`src/status_led_defs.svh`:
```
`ifndef STATUS_LED_DEFS_SVH
`define STATUS_LED_DEFS_SVH

// ==========================================================================
// Register offsets.
`define REG_CONFIG       8'h00
`define REG_POWER_ON     8'h04
`define REG_MODULE       8'h08
`define REG_NETWORK      8'h0C
`define REG_DRIVE        8'h10
`define REG_SYSTEM       8'h14
`define REG_BLINK        8'h18
`define REG_INPUT_LAMP   8'h1C
`define REG_INPUT_TYPE   8'h20
`define REG_EXTRA        8'h24
`define REG_STATE        8'h28

// ==========================================================================
// Field positions.
`define CFG_SWAP_BIT     0
`define CFG_DOWNLOAD_BIT 1
`define DRV_OPEN_BIT     8
`define DRV_SHORT_BIT    9
`define SYS_UNRECOV_BIT  0
`define SYS_ENABLE_BIT   1
`define SYS_READY_BIT    2
`define SYS_LOW_SUP_BIT  3
`define SYS_OUT1_BIT     4
`define SYS_OUT2_BIT     5
`define SYS_HS_BIT       6
`define EXTRA_HS_LSB     4

// ==========================================================================
// Reset values.
`define POWER_ON_DEFAULT_S 8'h1E

// ==========================================================================
// Timing.
`define CLOCK_PERIOD_NS  10
`define TICK_PERIOD_NS   1000000
`define MS_PER_S         11'h3E8
`define NET_WINDOW_MS    11'h7D0
`define HALF_S_MS        11'h1F4
`define DBL_ON_MS        11'h0C8
`define DBL_SECOND_MS    11'h190
`define SHADE_STEPS      7'h64

`endif

```
`src/status_led_pkg.sv`:
```
package status_led_pkg;

   typedef enum logic [1:0] {
      COLOUR_OFF    = 2'b00,
      COLOUR_GREEN  = 2'b01,
      COLOUR_RED    = 2'b10,
      COLOUR_YELLOW = 2'b11
   } colour_t;

   typedef enum logic [0:0] {
      MODE_POWER_ON = 1'b0,
      MODE_NORMAL   = 1'b1
   } mode_t;

   typedef enum logic [2:0] {
      MOD_NORMAL        = 3'b000,
      MOD_STANDBY       = 3'b001,
      MOD_UNRECOVERABLE = 3'b010,
      MOD_RECOVERABLE   = 3'b011,
      MOD_WRONG_TYPE    = 3'b100
   } modstat_t;

   typedef enum logic [2:0] {
      NET_NONE      = 3'b000,
      NET_UP        = 3'b001,
      NET_PENDING   = 3'b010,
      NET_FAULT     = 3'b011,
      NET_TIMED_OUT = 3'b100
   } netstat_t;

endpackage

```
`src/led_timebase.sv`:
```
`timescale 1ns/1ns
`default_nettype none
`include "status_led_defs.svh"

module led_timebase #(
   parameter int unsigned CYCLES_PER_MS = 100000
) (
   input  wire logic        i_clock,
   input  wire logic        i_nrst,
   output logic      [10:0] o_ms,
   output logic             o_sec_tick,
   output logic      [6:0]  o_ramp
);

   typedef struct packed {
      logic [16:0] cyc;
      logic [10:0] ms;
      logic [6:0]  ramp;
   } tb_state_t;

   tb_state_t q;
   tb_state_t d;
   logic      ms_tick;

   // One free-running count feeds every flash, so all indicators share phase.
   always_comb begin
      d = q;
      ms_tick = (q.cyc == 17'(CYCLES_PER_MS - 1)); // RULE20
      d.cyc = ms_tick ? 17'h00000 : q.cyc + 17'h00001;
      if (ms_tick) begin
         d.ms = (q.ms == `NET_WINDOW_MS - 11'h001) ? 11'h000 : q.ms + 11'h001;
      end
      d.ramp = (q.ramp == `SHADE_STEPS - 7'h01) ? 7'h00 : q.ramp + 7'h01;
   end

   always_ff @(posedge i_clock or negedge i_nrst) begin
      if (!i_nrst) begin
         q <= '0;
      end else begin
         q <= d;
      end
   end

   assign o_ms       = q.ms;
   assign o_ramp     = q.ramp;
   assign o_sec_tick = ms_tick && ((q.ms == `MS_PER_S - 11'h001) ||
                                   (q.ms == `NET_WINDOW_MS - 11'h001));

endmodule
`default_nettype wire

```
`src/led_shade.sv`:
```
`timescale 1ns/1ns
`default_nettype none

module led_shade (
   input  wire logic [6:0]              i_percent,
   input  wire logic [6:0]              i_ramp,
   output var status_led_pkg::colour_t  o_colour
);

   // Green share grows with the percentage; values above full scale saturate.
   assign o_colour = (i_percent == 7'h00)  ? status_led_pkg::COLOUR_OFF :
                     (i_ramp < i_percent)  ? status_led_pkg::COLOUR_GREEN :
                                             status_led_pkg::COLOUR_RED;

endmodule
`default_nettype wire

```
`src/status_led_sequencer.sv`:
```
`timescale 1ns/1ns
`default_nettype none
`include "status_led_defs.svh"

// Function
// RULE1: Download alternates green on indicators one, three.
// RULE2: Power-on period first, default thirty seconds.
// RULE3: Software may change the power-on length.
// RULE4: Power-on: three, four module; one, two network.
// RULE5: Module status green, flash green, red, flash red.
// RULE6: Wrong module type alternates red/green, not operational.
// RULE7: Network off, green when up, red on fault.
// RULE8: Pending network flashes green twice per two seconds.
// RULE9: Timed-out network flashes red twice per two seconds.
// RULE10: Normal mode holds until the next reset.
// RULE11: Normal mode meanings for the four indicators.
// RULE12: Configuration bit swaps the two indicator sides.
// RULE13: Written blink count blinks that many, then stops.
// RULE14: Toggle-type input lamp holds its written state.
// RULE15: Extra indicators follow their control bits.
// RULE16: High-side outputs drive while control bit true.
// RULE17: Drive indicator shades red to green, flashes faults.
// RULE18: Indicator three red, yellow latched, green, flash red.
// RULE19: Indicator four shows output faults and blink codes.
// RULE20: One free-running tick times every flash.
module status_led_sequencer #(
   parameter int unsigned CYCLES_PER_MS = `TICK_PERIOD_NS / `CLOCK_PERIOD_NS
) (
   input  wire logic        i_clock,
   input  wire logic        i_nrst,
   input  wire logic [7:0]  i_address,
   input  wire logic [31:0] i_wdata,
   input  wire logic        i_write,
   input  wire logic        i_read,
   output logic      [31:0] o_rdata,
   input  wire logic [7:0]  i_digital_input,
   output logic      [3:0]  o_indicator_red,
   output logic      [3:0]  o_indicator_green,
   output logic             o_status_lamp,
   output logic      [7:0]  o_input_lamp,
   output logic      [3:0]  o_extra_indicator,
   output logic      [3:0]  o_high_side_output,
   output logic             o_module_operational
);

   // =======================================================================
   // State.
   typedef struct packed {
      status_led_pkg::mode_t    mode;
      logic [7:0]               sec;
      logic [7:0]               power_on_len;
      logic                     swap;
      logic                     download;
      status_led_pkg::modstat_t modstat;
      status_led_pkg::netstat_t netstat;
      logic [6:0]               percent;
      logic                     open;
      logic                     short_c;
      logic [6:0]               sys;
      logic [7:0]               blink_cnt;
      logic                     blink_run;
      logic [7:0]               lamp_val;
      logic [7:0]               lamp_type;
      logic [7:0]               din_s1;
      logic [7:0]               din_s2;
      logic [7:0]               lamp_out;
      logic [3:0]               extra;
      logic [3:0]               hs;
      logic [3:0]               red;
      logic [3:0]               green;
      logic                     status_lamp;
      logic                     operational;
      logic [31:0]              rdata;
   } state_t;

   state_t                      q;
   state_t                      d;
   logic [10:0]                 ms;
   logic                        sec_tick;
   logic [6:0]                  ramp;
   status_led_pkg::colour_t     shade;
   logic                        half;
   logic                        dbl;
   status_led_pkg::colour_t     net_c;
   status_led_pkg::colour_t     mod_c;
   status_led_pkg::colour_t     drv_c;
   status_led_pkg::colour_t     sys_c;
   status_led_pkg::colour_t     err_c;
   status_led_pkg::colour_t     log_c [4];
   status_led_pkg::colour_t     phy_c [4];

   // =======================================================================
   // Helpers.
   function automatic status_led_pkg::colour_t gate(status_led_pkg::colour_t c, logic on);
      return on ? c : status_led_pkg::COLOUR_OFF;
   endfunction

   // On for the first half of every second.
   function automatic logic half_on(logic [10:0] t);
      return (t < `HALF_S_MS) || ((t >= `MS_PER_S) && (t < `MS_PER_S + `HALF_S_MS));
   endfunction

   // Two short flashes at the start of every two-second window.
   function automatic logic double_on(logic [10:0] t);
      return (t < `DBL_ON_MS) || ((t >= `DBL_SECOND_MS) && (t < `DBL_SECOND_MS + `DBL_ON_MS));
   endfunction

   led_timebase #(
      .CYCLES_PER_MS (CYCLES_PER_MS)
   ) u_timebase (
      .i_clock    (i_clock),
      .i_nrst     (i_nrst),
      .o_ms       (ms),
      .o_sec_tick (sec_tick),
      .o_ramp     (ramp)
   );

   led_shade u_shade (
      .i_percent (q.percent),
      .i_ramp    (ramp),
      .o_colour  (shade)
   );

   // =======================================================================
   // Indicator meanings.
   always_comb begin
      half = half_on(ms); // RULE20
      dbl  = double_on(ms);
      unique case (q.netstat)
         status_led_pkg::NET_NONE:      net_c = status_led_pkg::COLOUR_OFF; // RULE7
         status_led_pkg::NET_UP:        net_c = status_led_pkg::COLOUR_GREEN; // RULE7
         status_led_pkg::NET_PENDING:   net_c = gate(status_led_pkg::COLOUR_GREEN, dbl); // RULE8
         status_led_pkg::NET_FAULT:     net_c = status_led_pkg::COLOUR_RED; // RULE7
         status_led_pkg::NET_TIMED_OUT: net_c = gate(status_led_pkg::COLOUR_RED, dbl); // RULE9
         default:                       net_c = status_led_pkg::COLOUR_OFF;
      endcase
      unique case (q.modstat)
         status_led_pkg::MOD_NORMAL:        mod_c = status_led_pkg::COLOUR_GREEN; // RULE5
         status_led_pkg::MOD_STANDBY:       mod_c = gate(status_led_pkg::COLOUR_GREEN, half); // RULE5
         status_led_pkg::MOD_UNRECOVERABLE: mod_c = status_led_pkg::COLOUR_RED; // RULE5
         status_led_pkg::MOD_RECOVERABLE:   mod_c = gate(status_led_pkg::COLOUR_RED, half); // RULE5
         status_led_pkg::MOD_WRONG_TYPE:
            mod_c = half ? status_led_pkg::COLOUR_RED : status_led_pkg::COLOUR_GREEN; // RULE6
         default:                           mod_c = status_led_pkg::COLOUR_OFF;
      endcase
      // A short outranks an open, and either outranks the level shading.
      if (q.short_c) begin
         drv_c = gate(status_led_pkg::COLOUR_RED, half); // RULE17
      end else if (q.open) begin
         drv_c = gate(status_led_pkg::COLOUR_GREEN, half); // RULE17
      end else begin
         drv_c = shade; // RULE17
      end
      if (q.sys[`SYS_UNRECOV_BIT]) begin
         sys_c = status_led_pkg::COLOUR_RED; // RULE18
      end else if (q.sys[`SYS_LOW_SUP_BIT]) begin
         sys_c = gate(status_led_pkg::COLOUR_RED, half); // RULE18
      end else if (q.sys[`SYS_ENABLE_BIT]) begin
         sys_c = status_led_pkg::COLOUR_YELLOW; // RULE18
      end else if (q.sys[`SYS_READY_BIT]) begin
         sys_c = status_led_pkg::COLOUR_GREEN; // RULE18
      end else begin
         sys_c = status_led_pkg::COLOUR_OFF;
      end
      if (q.sys[`SYS_OUT1_BIT]) begin
         err_c = status_led_pkg::COLOUR_RED; // RULE19
      end else if (q.sys[`SYS_OUT2_BIT]) begin
         err_c = status_led_pkg::COLOUR_GREEN; // RULE19
      end else if (q.sys[`SYS_HS_BIT]) begin
         err_c = gate(status_led_pkg::COLOUR_YELLOW, half); // RULE19
      end else begin
         err_c = gate(status_led_pkg::COLOUR_RED, q.blink_run && half); // RULE19
      end
      if (q.download) begin
         log_c[0] = gate(status_led_pkg::COLOUR_GREEN, half); // RULE1
         log_c[1] = status_led_pkg::COLOUR_OFF;
         log_c[2] = gate(status_led_pkg::COLOUR_GREEN, !half); // RULE1
         log_c[3] = status_led_pkg::COLOUR_OFF;
      end else if (q.mode == status_led_pkg::MODE_POWER_ON) begin
         log_c[0] = net_c; // RULE4
         log_c[1] = net_c; // RULE4
         log_c[2] = mod_c; // RULE4
         log_c[3] = mod_c; // RULE4
      end else begin
         log_c[0] = net_c; // RULE11
         log_c[1] = drv_c; // RULE11
         log_c[2] = sys_c; // RULE11
         log_c[3] = err_c; // RULE11
      end
      // Swapping exchanges the two sides: one with three, two with four.
      for (int i = 0; i < 4; i++) begin
         phy_c[i] = q.swap ? log_c[(i + 2) % 4] : log_c[i]; // RULE12
      end
   end

   // =======================================================================
   // Sequencing and registers.
   always_comb begin
      d = q;
      d.rdata = 32'h00000000;
      d.din_s1 = i_digital_input;
      d.din_s2 = q.din_s1;
      if (q.mode == status_led_pkg::MODE_POWER_ON) begin
         if (q.sec >= q.power_on_len) begin
            d.mode = status_led_pkg::MODE_NORMAL; // RULE2 RULE10
         end else if (sec_tick) begin
            d.sec = q.sec + 8'h01; // RULE2
         end
      end
      // The first second boundary starts the run; later ones count blinks.
      if (sec_tick && (q.blink_cnt != 8'h00)) begin
         if (!q.blink_run) begin
            d.blink_run = 1'b1; // RULE13
         end else begin
            d.blink_cnt = q.blink_cnt - 8'h01; // RULE13
            d.blink_run = (q.blink_cnt != 8'h01); // RULE13
         end
      end
      if (i_write) begin
         case (i_address)
            `REG_CONFIG: begin
               d.swap     = i_wdata[`CFG_SWAP_BIT];
               d.download = i_wdata[`CFG_DOWNLOAD_BIT];
            end
            `REG_POWER_ON: d.power_on_len = i_wdata[7:0]; // RULE3
            `REG_MODULE:   d.modstat = status_led_pkg::modstat_t'(i_wdata[2:0]);
            `REG_NETWORK:  d.netstat = status_led_pkg::netstat_t'(i_wdata[2:0]);
            `REG_DRIVE: begin
               d.percent = i_wdata[6:0];
               d.open    = i_wdata[`DRV_OPEN_BIT];
               d.short_c = i_wdata[`DRV_SHORT_BIT];
            end
            `REG_SYSTEM: begin
               d.sys = i_wdata[6:0];
               d.sys[`SYS_ENABLE_BIT] = i_wdata[`SYS_ENABLE_BIT] | q.sys[`SYS_ENABLE_BIT]; // RULE18
            end
            `REG_BLINK: begin
               d.blink_cnt = i_wdata[7:0]; // RULE13
               d.blink_run = 1'b0;
            end
            `REG_INPUT_LAMP: d.lamp_val = i_wdata[7:0]; // RULE14
            `REG_INPUT_TYPE: d.lamp_type = i_wdata[7:0];
            `REG_EXTRA: begin
               d.extra = i_wdata[3:0]; // RULE15
               d.hs    = i_wdata[`EXTRA_HS_LSB +: 4]; // RULE16
            end
            default: ;
         endcase
      end
      if (i_read) begin
         case (i_address)
            `REG_CONFIG:     d.rdata = {30'h00000000, q.download, q.swap};
            `REG_POWER_ON:   d.rdata = {24'h000000, q.power_on_len};
            `REG_MODULE:     d.rdata = {29'h00000000, q.modstat};
            `REG_NETWORK:    d.rdata = {29'h00000000, q.netstat};
            `REG_DRIVE:      d.rdata = {22'h000000, q.short_c, q.open, 1'b0, q.percent};
            `REG_SYSTEM:     d.rdata = {25'h0000000, q.sys};
            `REG_BLINK:      d.rdata = {24'h000000, q.blink_cnt};
            `REG_INPUT_LAMP: d.rdata = {24'h000000, q.lamp_val};
            `REG_INPUT_TYPE: d.rdata = {24'h000000, q.lamp_type};
            `REG_EXTRA:      d.rdata = {24'h000000, q.hs, q.extra};
            `REG_STATE:      d.rdata = {15'h0000, q.sec, 7'h00, q.blink_run, q.mode};
            default:         d.rdata = 32'h00000000;
         endcase
      end
      // Inputs that are not toggle type keep showing their live level.
      d.lamp_out = (q.lamp_type & q.lamp_val) | (~q.lamp_type & q.din_s2); // RULE14
      for (int i = 0; i < 4; i++) begin
         d.red[i]   = phy_c[i][1];
         d.green[i] = phy_c[i][0];
      end
      d.status_lamp = q.blink_run && half; // RULE13
      d.operational = (q.modstat != status_led_pkg::MOD_WRONG_TYPE); // RULE6
   end

   always_ff @(posedge i_clock or negedge i_nrst) begin
      if (!i_nrst) begin
         q              <= '0;
         q.power_on_len <= `POWER_ON_DEFAULT_S;
      end else begin
         q <= d;
      end
   end

   assign o_rdata              = q.rdata;
   assign o_indicator_red      = q.red;
   assign o_indicator_green    = q.green;
   assign o_status_lamp        = q.status_lamp;
   assign o_input_lamp         = q.lamp_out;
   assign o_extra_indicator    = q.extra;
   assign o_high_side_output   = q.hs;
   assign o_module_operational = q.operational;

   logic plain_view;
   assign plain_view = !q.swap && !q.download && (q.mode == status_led_pkg::MODE_NORMAL);
endmodule
`default_nettype wire

```
`config.mk`:
```
export PLATFORM = sky130hd
export DESIGN_NAME = status_led_sequencer
export DESIGN_NICKNAME = d
export VERILOG_FILES = /design/src/status_led_pkg.sv /design/src/led_timebase.sv /design/src/led_shade.sv /design/src/status_led_sequencer.sv
export VERILOG_INCLUDE_DIRS = /design/src
export SDC_FILE = /design/constraint.sdc
export NUM_CORES = 1
export LEC_CHECK = 0
export ABC_AREA = 1
export ABC_CLOCK_PERIOD_IN_PS = 2250
export BUFFER_PORTS_ARGS = -buffer_cell sky130_fd_sc_hd__buf_2
export CORE_MARGIN = 2
export CORE_UTILIZATION = 25
export CTS_BUF_LIST = sky130_fd_sc_hd__clkbuf_8 sky130_fd_sc_hd__clkbuf_16
export DETAILED_ROUTE_END_ITERATION = 6
export GPL_ROUTABILITY_DRIVEN = 0
export PLACE_DENSITY = 0.43
export SYNTH_ARGS = -nofsm -noshare
export SYNTH_HDL_FRONTEND = slang
export SYNTH_SLANG_ARGS = --single-unit
export TNS_END_PERCENT = 20
```
`constraint.sdc`:
```
create_clock -name i_clock -period 2.25 [get_ports i_clock]
set_clock_uncertainty 0.15 [all_clocks]
set_input_delay 0.45 -clock i_clock [delete_from_list [all_inputs] [get_ports i_clock]]
set_output_delay 0.45 -clock i_clock [all_outputs]
set_load 0.03 [all_outputs]
```
* Yosys cells after proc, flatten, opt, wreduce, memory -nomap -nowiden *
Index checks and enable logic that the tools add are counted.

cells by class
  $mul = 0
  mux-type cells = 43
  eq/ne operators = 24
  reduce and logical (&&, ||, !) cells = 22
  order comparisons = 8
  shift-type cells = 0
  add/subtract/negate cells = 5
  div/mod/pow operators = 0
  bitwise logic cells = 7

operators with widths
  operator                                                              number
  one-hot mux 17 bit (11 select lines)                                  1
  2-to-1 mux 8 bit                                                      6
  2-to-1 mux 2 bit                                                      19
  2-to-1 mux 17 bit                                                     2
  == test 8 x 5 -> 1 bit (second input constant)                        4
  2-to-1 mux 9 bit                                                      3
  2-to-1 mux 25 bit                                                     1
  == test 8 x 6 -> 1 bit (second input constant)                        3
  AND reduction 2 bit                                                   9
  adder 17 x 1 -> 17 bit (second input constant)                        1
  == test 17 bit (second input constant)                                1
  bitwise AND 8 bit                                                     2
  == test 8 x 4 -> 1 bit (second input constant)                        2
  == test 3 x 2 -> 1 bit (second input constant)                        4
  adder 11 x 1 -> 11 bit (second input constant)                        1
  == test 11 x 10 -> 1 bit (second input constant)                      1
  == test 11 bit (second input constant)                                1
  greater-or-equal comparator 11 x 10 -> 1 bit (second input constant)  1
  greater-or-equal comparator 11 x 9 -> 1 bit (second input constant)   1
  < comparator 11 x 10 -> 1 bit (second input constant)                 1
  < comparator 11 bit (second input constant)                           1
  < comparator 11 x 8 -> 1 bit (second input constant)                  1
  < comparator 11 x 9 -> 1 bit (second input constant)                  1
  2-to-1 mux 11 bit                                                     1
  27 further kinds                                                      41

word-level totals
  memories = 0
  bits of input ports = 52
  bits in latches = 0
  logic and storage cells = 137
  register bits after elaboration = 175
  output and inout bits = 58
  RAM bits = 0
  bits in read-only memories = 0

* Depth between registers and ports, before layout *
Gate-level depths: netlist (run 1).

  depth in word-level cells = 11
  mapped depth = 13
  gate-level depth less buffers = 13

* Hierarchy *
A second synthesis (run 1) with hierarchy kept.

second synthesis, totals
  cell total of the unflattened synthesis = 1072
  area, all modules = 8819.7 um^2

by module, submodules not included
  module                sequential area each (um^2)  area an instance (um^2)  times used  cells an instance
  status_led_sequencer  3133.0                       6418.7                   1           737
  led_timebase          875.8                        2195.9                   1           297
  led_shade             0.0                          205.2                    1           38

* Worst setup path after synthesis (run 1) *
No wires, ideal clock.

  kind = register -> register
  start point = reg q[124] in the netlist's numbering
  end point = reg q[135] in the netlist's numbering
  slack = 0.359 ns
  cell stages (with the launch flop) = 10
  path buffers = 1
  data arrival time = 1.613 ns
  library setup time = 0.128 ns
  cell sequence = dfstp_2 > inv_1 > ha_1 > a21oi_1 > o31ai_1 > nand2_1 > nand4_1 > nor2_4 > buf_8 > o21ai_0

on the way
  longest elaborated chain between the ends = 3

ends and longest elaborated chain
  item                               line                         text
  start: declaration                 status_led_sequencer.sv:76   state_t q;
  greater-or-equal comparator 8 bit  status_led_sequencer.sv:204  if (q.sec >= q.power_on_len) begin
  NOT 1 bit (no line)                -
  AND reduction 3 bit (no line)      -

No other way between the ends.
A chain may end at the register's enable or synchronous reset.

* Worst setup path in the final report (run 1) *
  start point = reg u_timebase.q[18] in the netlist's numbering
  end point = reg q[133] in the netlist's numbering

on the way
  longest elaborated chain between the ends = 3

ends and longest elaborated chain
  item                           line                text
  start: declaration             led_timebase.sv:21  tb_state_t q;
  start signal: assignment       led_timebase.sv:38  q <= '0;
  start signal: assignment       led_timebase.sv:40  q <= d;
  == test 17 bit                 led_timebase.sv:28  ms_tick = (q.cyc == 17'(CYCLES_PER_MS - 1));
  logical AND 1 bit              led_timebase.sv:46  assign o_sec_tick = ms_tick && ((q.ms == `MS_PER_S - 11'h001) ||
  AND reduction 3 bit (no line)  -

No other way between the ends.

==> results of run 1 <==
## power by group through the flow
stage | clock [mW] | sequential [mW] | combinational, mW
after global routing | 3.25 | 3.06 | 0.601
after CTS | 3.14 | 3.05 | 0.547
final | 3.05 | 3.05 | 0.535
after floorplan | 0 | 3.08 | 0.375
after global placement | 0 | 3.10 | 0.529
after detailed placement | 0 | 3.10 | 0.532
## per-layer routing
layer | vias to the layer above | routed length, microns | global-route usage
li1 | 3325 | - | -
met1 | 3131 | 11300 | 0.190
met2 | 129 | 10300 | 0.207
met3 | 16 | 794 | 0.0241
met4 | 0 | 252 | 0.0363
met5 | - | 0 | 0
## state kept, by name, indices dropped and copies added, names as in the netlist
signal,cells
d,8
o_extra_indicator,4
o_high_side_output,4
o_indicator_green,4
o_indicator_red,4
o_input_lamp,8
o_module_operational,1
o_rdata,17
o_status_lamp,1
q,74
u_timebase.o_ms,11
u_timebase.o_ramp,7
u_timebase.q,17
## logic make-up (layout without fill, tap and decap cells)
family | after synthesis | in the layout | share of synthesized area
AO/OA/AOI/OAI | 164 | 164 | 0.109
XOR/XNOR | 24 | 24 | 0.0249
adder cells (fa/ha/maj) | 21 | 21 | 0.0311
buffers and inverters | 214 | 286 | 0.123
flip-flops | 160 | 160 | 0.474
multiplexers | 6 | 6 | 0.00799
other | 1 | 15 | 0.000443
AND/OR/NAND/NOR | 414 | 414 | 0.230
## cell type report
type / count / area, sq um / area share
sequential: 160 / 4010 / 0.404
multi-input combinational: 644 / 3470 / 0.350
timing repair buffer: 107 / 714 / 0.0720
tap: 448 / 561 / 0.0565
inverter: 147 / 558 / 0.0562
clock buffer: 17 / 425 / 0.0429
clock inverter: 15 / 184 / 0.0185
## critical path: cells and delay by family (launching register included)
family,cells,cell delay [ps]
AOI/OAI and AO/OA,1,220
adders and majority gates,1,210
buffers and inverters,2,220
DFF,1,370
and+or+nand+nor,7,790
## final timing paths
path,from,endpoint,cells past startpoint
worst min register to register,d[61]$_DFF_PN0_,q[61]$_DFF_PN0_,0
worst max-delay path,u_timebase.q[18]$_DFF_PN0_,q[133]$_DFFE_PN0P_,11
max in group asynchronous,i_nrst,q[126]$_DFFE_PN1P_,3
worst max register to register,u_timebase.q[18]$_DFF_PN0_,q[133]$_DFFE_PN0P_,11
min in group asynchronous,i_nrst,o_rdata[1]$_DFF_PN0_,2
worst min-delay path,i_wdata[7],q[98]$_DFF_PN0_,3
## metrics by stage
stage	std cells	utilization	total power, mW	worst slack, ps	hold slack (ps)
2_1_floorplan	1018	-	3.45	359	4.41
3_3_place_gp	1497	0.275	3.63	102	183
3_5_place_dp	1497	0.275	3.63	80.5	185
4_1_cts	1538	0.296	6.73	175	84.5
5_1_grt	1538	0.297	6.91	9.85	96.8
6_report	1538	0.297	6.63	187	103
## placed cells by master (no fill, tap or decap), drive strengths merged, types with 9 or more instances in the layout
cell type | netlist | final
a21oi | 30 | 30
buf | 61 | 98
clkbuf | 6 | 17
clkinv | 5 | 11
conb | 1 | 15
dfrtp | 156 | 156
dlygate4sd3 | 0 | 9
ha | 21 | 21
inv | 142 | 146
nand2 | 227 | 227
nand3 | 62 | 62
nand4 | 12 | 12
nor2 | 79 | 79
nor3 | 24 | 24
o21ai | 94 | 94
o22ai | 17 | 17
xor2 | 20 | 20
## timing repair
action	4_1_cts	5_1_grt
endpoints found under the hold margin	44	0
setup endpoints to repair	0	10
hold buffers	9	0
gates resized for setup	0	3
setup buffers	0	0
==> impl_metrics.ini, run 1 <==
[layout]
fillers = 3591
area_delta_synth_final_pct = 17.3
n_antenna_cell = 0
drive_above_1_share = 0.184
fin_area_sq_um = 9920
nNetsFinal = 1150

[pwr]
powerDensity_nw_per_um2 = 668
clkPwrFrac = 0.460
switching_share = 0.262
peakVddDrop_mv = 0.495
seqPwrFrac = 0.459
leakage_nw = 4.72
internal_power_mw = 4.90
p_comb_frac = 0.081
power_switching_mw = 1.74

[critical_path]
cp_common_cell = nand2_1
critPathKind = flop to flop
critPathLaunchType = flop
rrSetupSlack_ps = 190
end_kind = flop
crit_chain = ha_1, nand2_2, nor2_2, inv_1, nor2_1, nand3_2, a21oi_2, buf_4, nand2_1, nand2_1, nand2_1
cpPeakStageDelay_ps = 370
crit_slowest_cell = dfrtp_1
crit_arrival_ps = 2240
cp_data_required_time_ps = 2420
path_max_fanout = 4

[floorplanning]
core_sq_um = 33400
die_h_microns = 188
die_w_microns = 188
row_count = 67
die-area_sq_um = 35300
start_util = 0.253
io_pins = 110

[hold_path]
hp-class = input port to flop

[clock_network]
h-tree-depth = 4
cts_tree = yes
worstSkewPairLatency_ps = 430
cts_num_sinks = 160
root_buffer = clkbuf_16
clockBufferDepth = 2
clk_pin_slew_ps = 70
cts-buffers-inserted = 17

[synth]
avgSynthCellArea_sq_um = 8.42
synth_top_area_frac = 0.462
synth_cell_type_count = 49
synth_seq_cells = 160
async_flop_share = 1.00
yosys_warnings = 0
seq_area_frac_synth = 0.474
ys.flop_type = dfrtp_1
synth_area_leader_cell = dfrtp_1
synth_area_leaders = dfrtp_1, nand2_1, inv_1, buf_4, o21ai_0
ys_top_cells_by_count = nand2_1, dfrtp_1, inv_1, o21ai_0, nand3_1
synth.most_common_cell = nand2_1
synth_edf_count = 0
synthCells = 1004
syn_area_sq_um = 8460

[routing]
dr.pass1.iters = 7
wire_per_inst_microns = 14.7
drt_iter0_markers = 459
drc = 0
antenna_left = 0
drt_wl_total_microns = 22700
vias = 6601
viasPerCell = 4.29

[global_routing]
grt_usage = 0.133
grt_pass1_vias = 6300
grt_start_max_net_pins = 45
antenna_found_initial = 0
grt_pass1_wl_microns = 36300
overflow = 0

[place]
port_buffers = 72
place_hpwl_microns = 17100
post_dp_cell_area_sq_um = 9210

[sta]
fin_crit_sh = 0.917
period_needed_ps = 2060
worst_pin_slew_ps = 663
finalHoldViolCount = 0
finalSetupViolations = 0
fin_tns_setup_ps = 0
max_freq_mhz = 485
relSlewSlack = 0.554
drv_slew = 0
rsz0062_at_grt = false

[job]
cap_viol_max_count = 0

[run_status]
status = completed
Power figures use the tool's default switching activity.
==> run 2, diff against run 1 <==
- CORE_ASPECT_RATIO: default -> 0.75
==> impl_metrics.ini, run 2 (synthesized netlist as in run 1, its figures left out) <==
[run_status]
status = completed

[clock_network]
cts_setup_buffers = 0
root_buffer = clkbuf_16
worstSkewPairLatency_ps = 450
cts_tree = yes
cts-buffers-inserted = 17
h-tree-depth = 4
cts_num_sinks = 160
clockBufferDepth = 2
clk_pin_slew_ps = 70

[sta]
worst_pin_slew_ps = 667
drv_slew = 0
period_needed_ps = 2080
relSlewSlack = 0.551
finalSetupViolations = 0
finalHoldViolCount = 0
rsz0062_at_grt = false
fin_tns_setup_ps = 0
fin_crit_sh = 0.924
max_freq_mhz = 481
timing.hold.ws_ps = 89.6

[pwr]
switching_share = 0.278
power_switching_mw = 1.77
peakVddDrop_mv = 0.422
seqPwrFrac = 0.480
leakage_nw = 4.67
powerDensity_nw_per_um2 = 647
clkPwrFrac = 0.435
internal_power_mw = 4.59
p_comb_frac = 0.085

[floorplanning]
die_h_microns = 163
row_count = 58
die_w_microns = 216
start_util = 0.253
core_sq_um = 33500
die-area_sq_um = 35300
io_pins = 110

[global_routing]
antenna_found_initial = 0
grt_usage = 0.139
grt_start_max_net_pins = 64
grt_pass1_wl_microns = 37000
grt_pass1_vias = 6373
overflow = 0

[place]
port_buffers = 72
dpl.cell_count = 1497
place_hpwl_microns = 17800
post_dp_cell_area_sq_um = 9180

[layout]
nNetsFinal = 1148
largest_register = q
most-common-layout-cells = nand2_1, dfrtp_1, inv_1
layout.cells.non_filler = 1538
fin_area_sq_um = 9820
area_delta_synth_final_pct = 16.1
final_common_cell = nand2_1
drive_above_1_share = 0.182
fillers = 3611
n_antenna_cell = 0
largest_reg_flops = 74

[routing]
viasPerCell = 4.33
vias = 6653
antenna_left = 0
dr.pass1.iters = 5
wire_per_inst_microns = 15.2
drt_iter0_markers = 579
drt_wl_total_microns = 23300
drc = 0

[critical_path]
cp.depth = 9
critPathLaunchType = flop
cpLargestDelayFamily = flip-flops
crit_arrival_ps = 2260
crit_slowest_cell = dfstp_2
timing.rr.start = q[126]$_DFFE_PN1P_
crit_chain = inv_1, ha_1, a21oi_1, o31ai_1, nand2_1, nand4_1, nor2_4, buf_12, o21ai_0
cp_num_buf_inv = 2
cp_data_required_time_ps = 2430
path_max_fanout = 12
critPathKind = flop to flop
reg2reg_depth = 9
rrSetupSlack_ps = 170
end_kind = flop
r2r-end = q[135]$_DFFE_PN0P_
cpPeakStageDelay_ps = 530

[hold_path]
hp-class = input port to flop
min_to = q[106]$_DFFE_PN0P_
holdPathStages = 2
hp-start = i_wdata[9]

[job]
cap_viol_max_count = 0
-- run 2: worst max path at each step --
stage | startpoint | to | slack (ps)
2_1_floorplan | q[124]$_DFFE_PN1P_ | q[135]$_DFFE_PN0P_ | 360
3_3_place_gp | i_address[1] | o_rdata[8]$_DFF_PN0_ | 140
3_5_place_dp | i_address[1] | o_rdata[8]$_DFF_PN0_ | 130
4_1_cts | q[126]$_DFFE_PN1P_ | q[135]$_DFFE_PN0P_ | 180
5_1_grt | u_timebase.q[18]$_DFF_PN0_ | q[94]$_DFF_PN0_ | 6
6_report | q[126]$_DFFE_PN1P_ | q[135]$_DFFE_PN0P_ | 170
-- run 2: cell type report --
cell class	count	area (sq um)	area share
multi-input combinational	644	3470	0.353
timing repair buffer	105	674	0.0687
clock buffer	18	439	0.0447
tap	450	563	0.0573
sequential	160	4010	0.408
clock inverter	14	109	0.0111
inverter	147	558	0.0568
-- run 2: layer usage --
layer  vias up  share of wire  track usage
met5         -              0            0
met4         0          0.014       0.0479
met3        22          0.039       0.0268
met2       141           0.39        0.183
met1      3168           0.55        0.219
li1       3322              -            -
-- run 2: metrics by stage --
stage          power [mW]  setup slack, ps  utilization
6_report             6.35              172        0.294
5_1_grt              6.62             6.16        0.294
4_1_cts              6.47              177        0.293
3_5_place_dp         3.64              125        0.274
3_3_place_gp         3.63              142        0.274
2_1_floorplan        3.45              359            -
-- run 2: power groups by stage --
stage                     logic, mW  clock network (mW)  registers (mW)
final                         0.542                2.76            3.05
after global routing          0.605                2.96            3.06
after CTS                     0.552                2.87            3.05
after detailed placement      0.538                   0            3.10
after global placement        0.535                   0            3.10
after floorplan               0.375                   0            3.08
-- run 2: repair_timing --
item / 4_1_cts / 5_1_grt
resized for setup: 0 / 2
hold endpoints to repair: 37 / 0
hold buffers: 9 / 0
setup endpoints to repair: 0 / 2
==> run 3, diff against run 2 <==
- REMOVE_ABC_BUFFERS: default -> 1
==> impl_metrics.ini, run 3 (synthesized netlist as in run 1, its figures left out) <==
[floorplanning]
die_h_microns = 163
start_util = 0.253
die_w_microns = 216
core_sq_um = 33500
row_count = 58
die-area_sq_um = 35300
io_pins = 110

[place]
dpl.cell_count = 1504
place_hpwl_microns = 18100
port_buffers = 72

[layout]
final_common_cell = nand2_1
n_antenna_cell = 0
area_delta_synth_final_pct = 18.8
layout.cells.non_filler = 1546
nNetsFinal = 1156
largest_reg_flops = 74
fillers = 3611
largest_register = q
drive_above_1_share = 0.192
most-common-layout-cells = nand2_1, dfrtp_1, inv_1

[routing]
drc = 0
wire_per_inst_microns = 15.3
dr.pass1.iters = 5
drt_iter0_markers = 530
antenna_left = 0
viasPerCell = 4.25
vias = 6578
drt_wl_total_microns = 23600

[sta]
rsz0062_at_grt = false
finalHoldViolCount = 0
fin_tns_setup_ps = 0
period_needed_ps = 2100
finalSetupViolations = 0
max_freq_mhz = 476
drv_slew = 0
relSlewSlack = 0.540
worst_pin_slew_ps = 684
fin_crit_sh = 0.933

[global_routing]
grt_use_met2 = 0.185
grt_start_max_net_pins = 42
overflow = 0
grt_pass1_wl_microns = 37100
antenna_found_initial = 0
grt_pass1_vias = 6286
grt_usage = 0.139
use_met1 = 0.220
busiest_layer = met1
grtUsageMet3 = 0.0335

[pwr]
powerDensity_nw_per_um2 = 690
leakage_nw = 4.79
peakVddDrop_mv = 0.402

[critical_path]
crit_arrival_ps = 2270
crit_chain = inv_1, ha_1, inv_1, o31ai_2, nand2_1, nand4_1, nor2_4, buf_12, nand2_1, o21ai_0
end_kind = flop
critPathKind = flop to flop
path_max_fanout = 12
critPathLaunchType = flop
cpPeakStageDelay_ps = 570
cp_data_required_time_ps = 2420
crit_slowest_cell = dfstp_2

[hold_path]
hp-class = input port to flop

[run_status]
status = completed

[clock_network]
worstSkewPairLatency_ps = 450
clockBufferDepth = 2
cts_num_sinks = 160
root_buffer = clkbuf_16
h-tree-depth = 4
cts_tree = yes
cts-buffers-inserted = 17
clk_pin_slew_ps = 60

[job]
cap_viol_max_count = 0
## run 3: cell types whose count changed in the layout (fill, tap and decap cells not counted), moves of 2 or more
cell,before,now
a21oi_1,28,26
bufinv_16,0,5
a21oi_2,2,4
buf_4,21,27
buf_12,3,5
clkinvlp_4,5,1
clkbuf_8,1,5
inv_6,6,1
## run 3: metal layers
layer / vias up / share of wire
met5: - / 0
met4: 0 / 0.012
met3: 22 / 0.052
met2: 143 / 0.39
met1: 3080 / 0.55
li1: 3333 / -
## run 3: final timing paths
check / startpoint / slack [ps] / depth (start not counted) / endpoint
worst max-delay path: q[125]$_DFFE_PN1P_ / 150 / 10 / q[135]$_DFFE_PN0P_
worst max register to register: q[125]$_DFFE_PN1P_ / 150 / 10 / q[135]$_DFFE_PN0P_
worst min-delay path: i_wdata[4] / 90 / 3 / o_high_side_output[0]$_DFFE_PN0P_
max in group asynchronous: i_nrst / 980 / 3 / q[124]$_DFFE_PN1P_
worst min register to register: d[64]$_DFF_PN0_ / 200 / 0 / q[64]$_DFF_PN0_
min in group asynchronous: i_nrst / 340 / 2 / o_input_lamp[7]$_DFF_PN0_
## run 3: layout make-up
class	count	area, sq um	area share
flip-flops and latches	160	4010	0.399
multi-input cells	644	3490	0.347
repair buffers	113	759	0.0756
well taps	450	563	0.0560
inverters	147	558	0.0555
clock buffers	22	494	0.0492
clock inverters	10	180	0.0179
## run 3: report_power, final
group          internal, mW  switching [mW]  leakage [nW]  total [mW]
Combinational         0.160           0.390          2.44       0.549
Sequential             2.98          0.0662          2.02        3.05
Clock                  2.11            1.23         0.334        3.34
Total                  5.25            1.68          4.79        6.93
## run 3: metrics by stage
stage                     setup WS [ps]  power [mW]  utilization  hold WS [ps]  cell area, sq um
after floorplan                     318        3.38            -          4.41              8030
after global routing               8.12        7.23        0.300          96.3             10100
final                               151        6.93        0.300          94.0             10100
after detailed placement            135        3.64        0.277           186              9250
after CTS                           147        7.03        0.299          74.9             10000
after global placement              154        3.64        0.277           184              9250
## run 3: what timing repair did
item / CTS / global route
hold buffers: 9 / 0
hold endpoints to repair: 44 / 0
gates resized for setup: 0 / 5
setup endpoints to repair: 0 / 2
setup buffers: 0 / 1
## run 3: critical path, delay by kind of cell (launching register included)
family | cells | cell delay, ps
AOI/OAI and AO/OA | 2 | 350
adders and majority gates | 1 | 270
buffers and inverters | 3 | 260
DFF | 1 | 570
and+or+nand+nor | 4 | 390
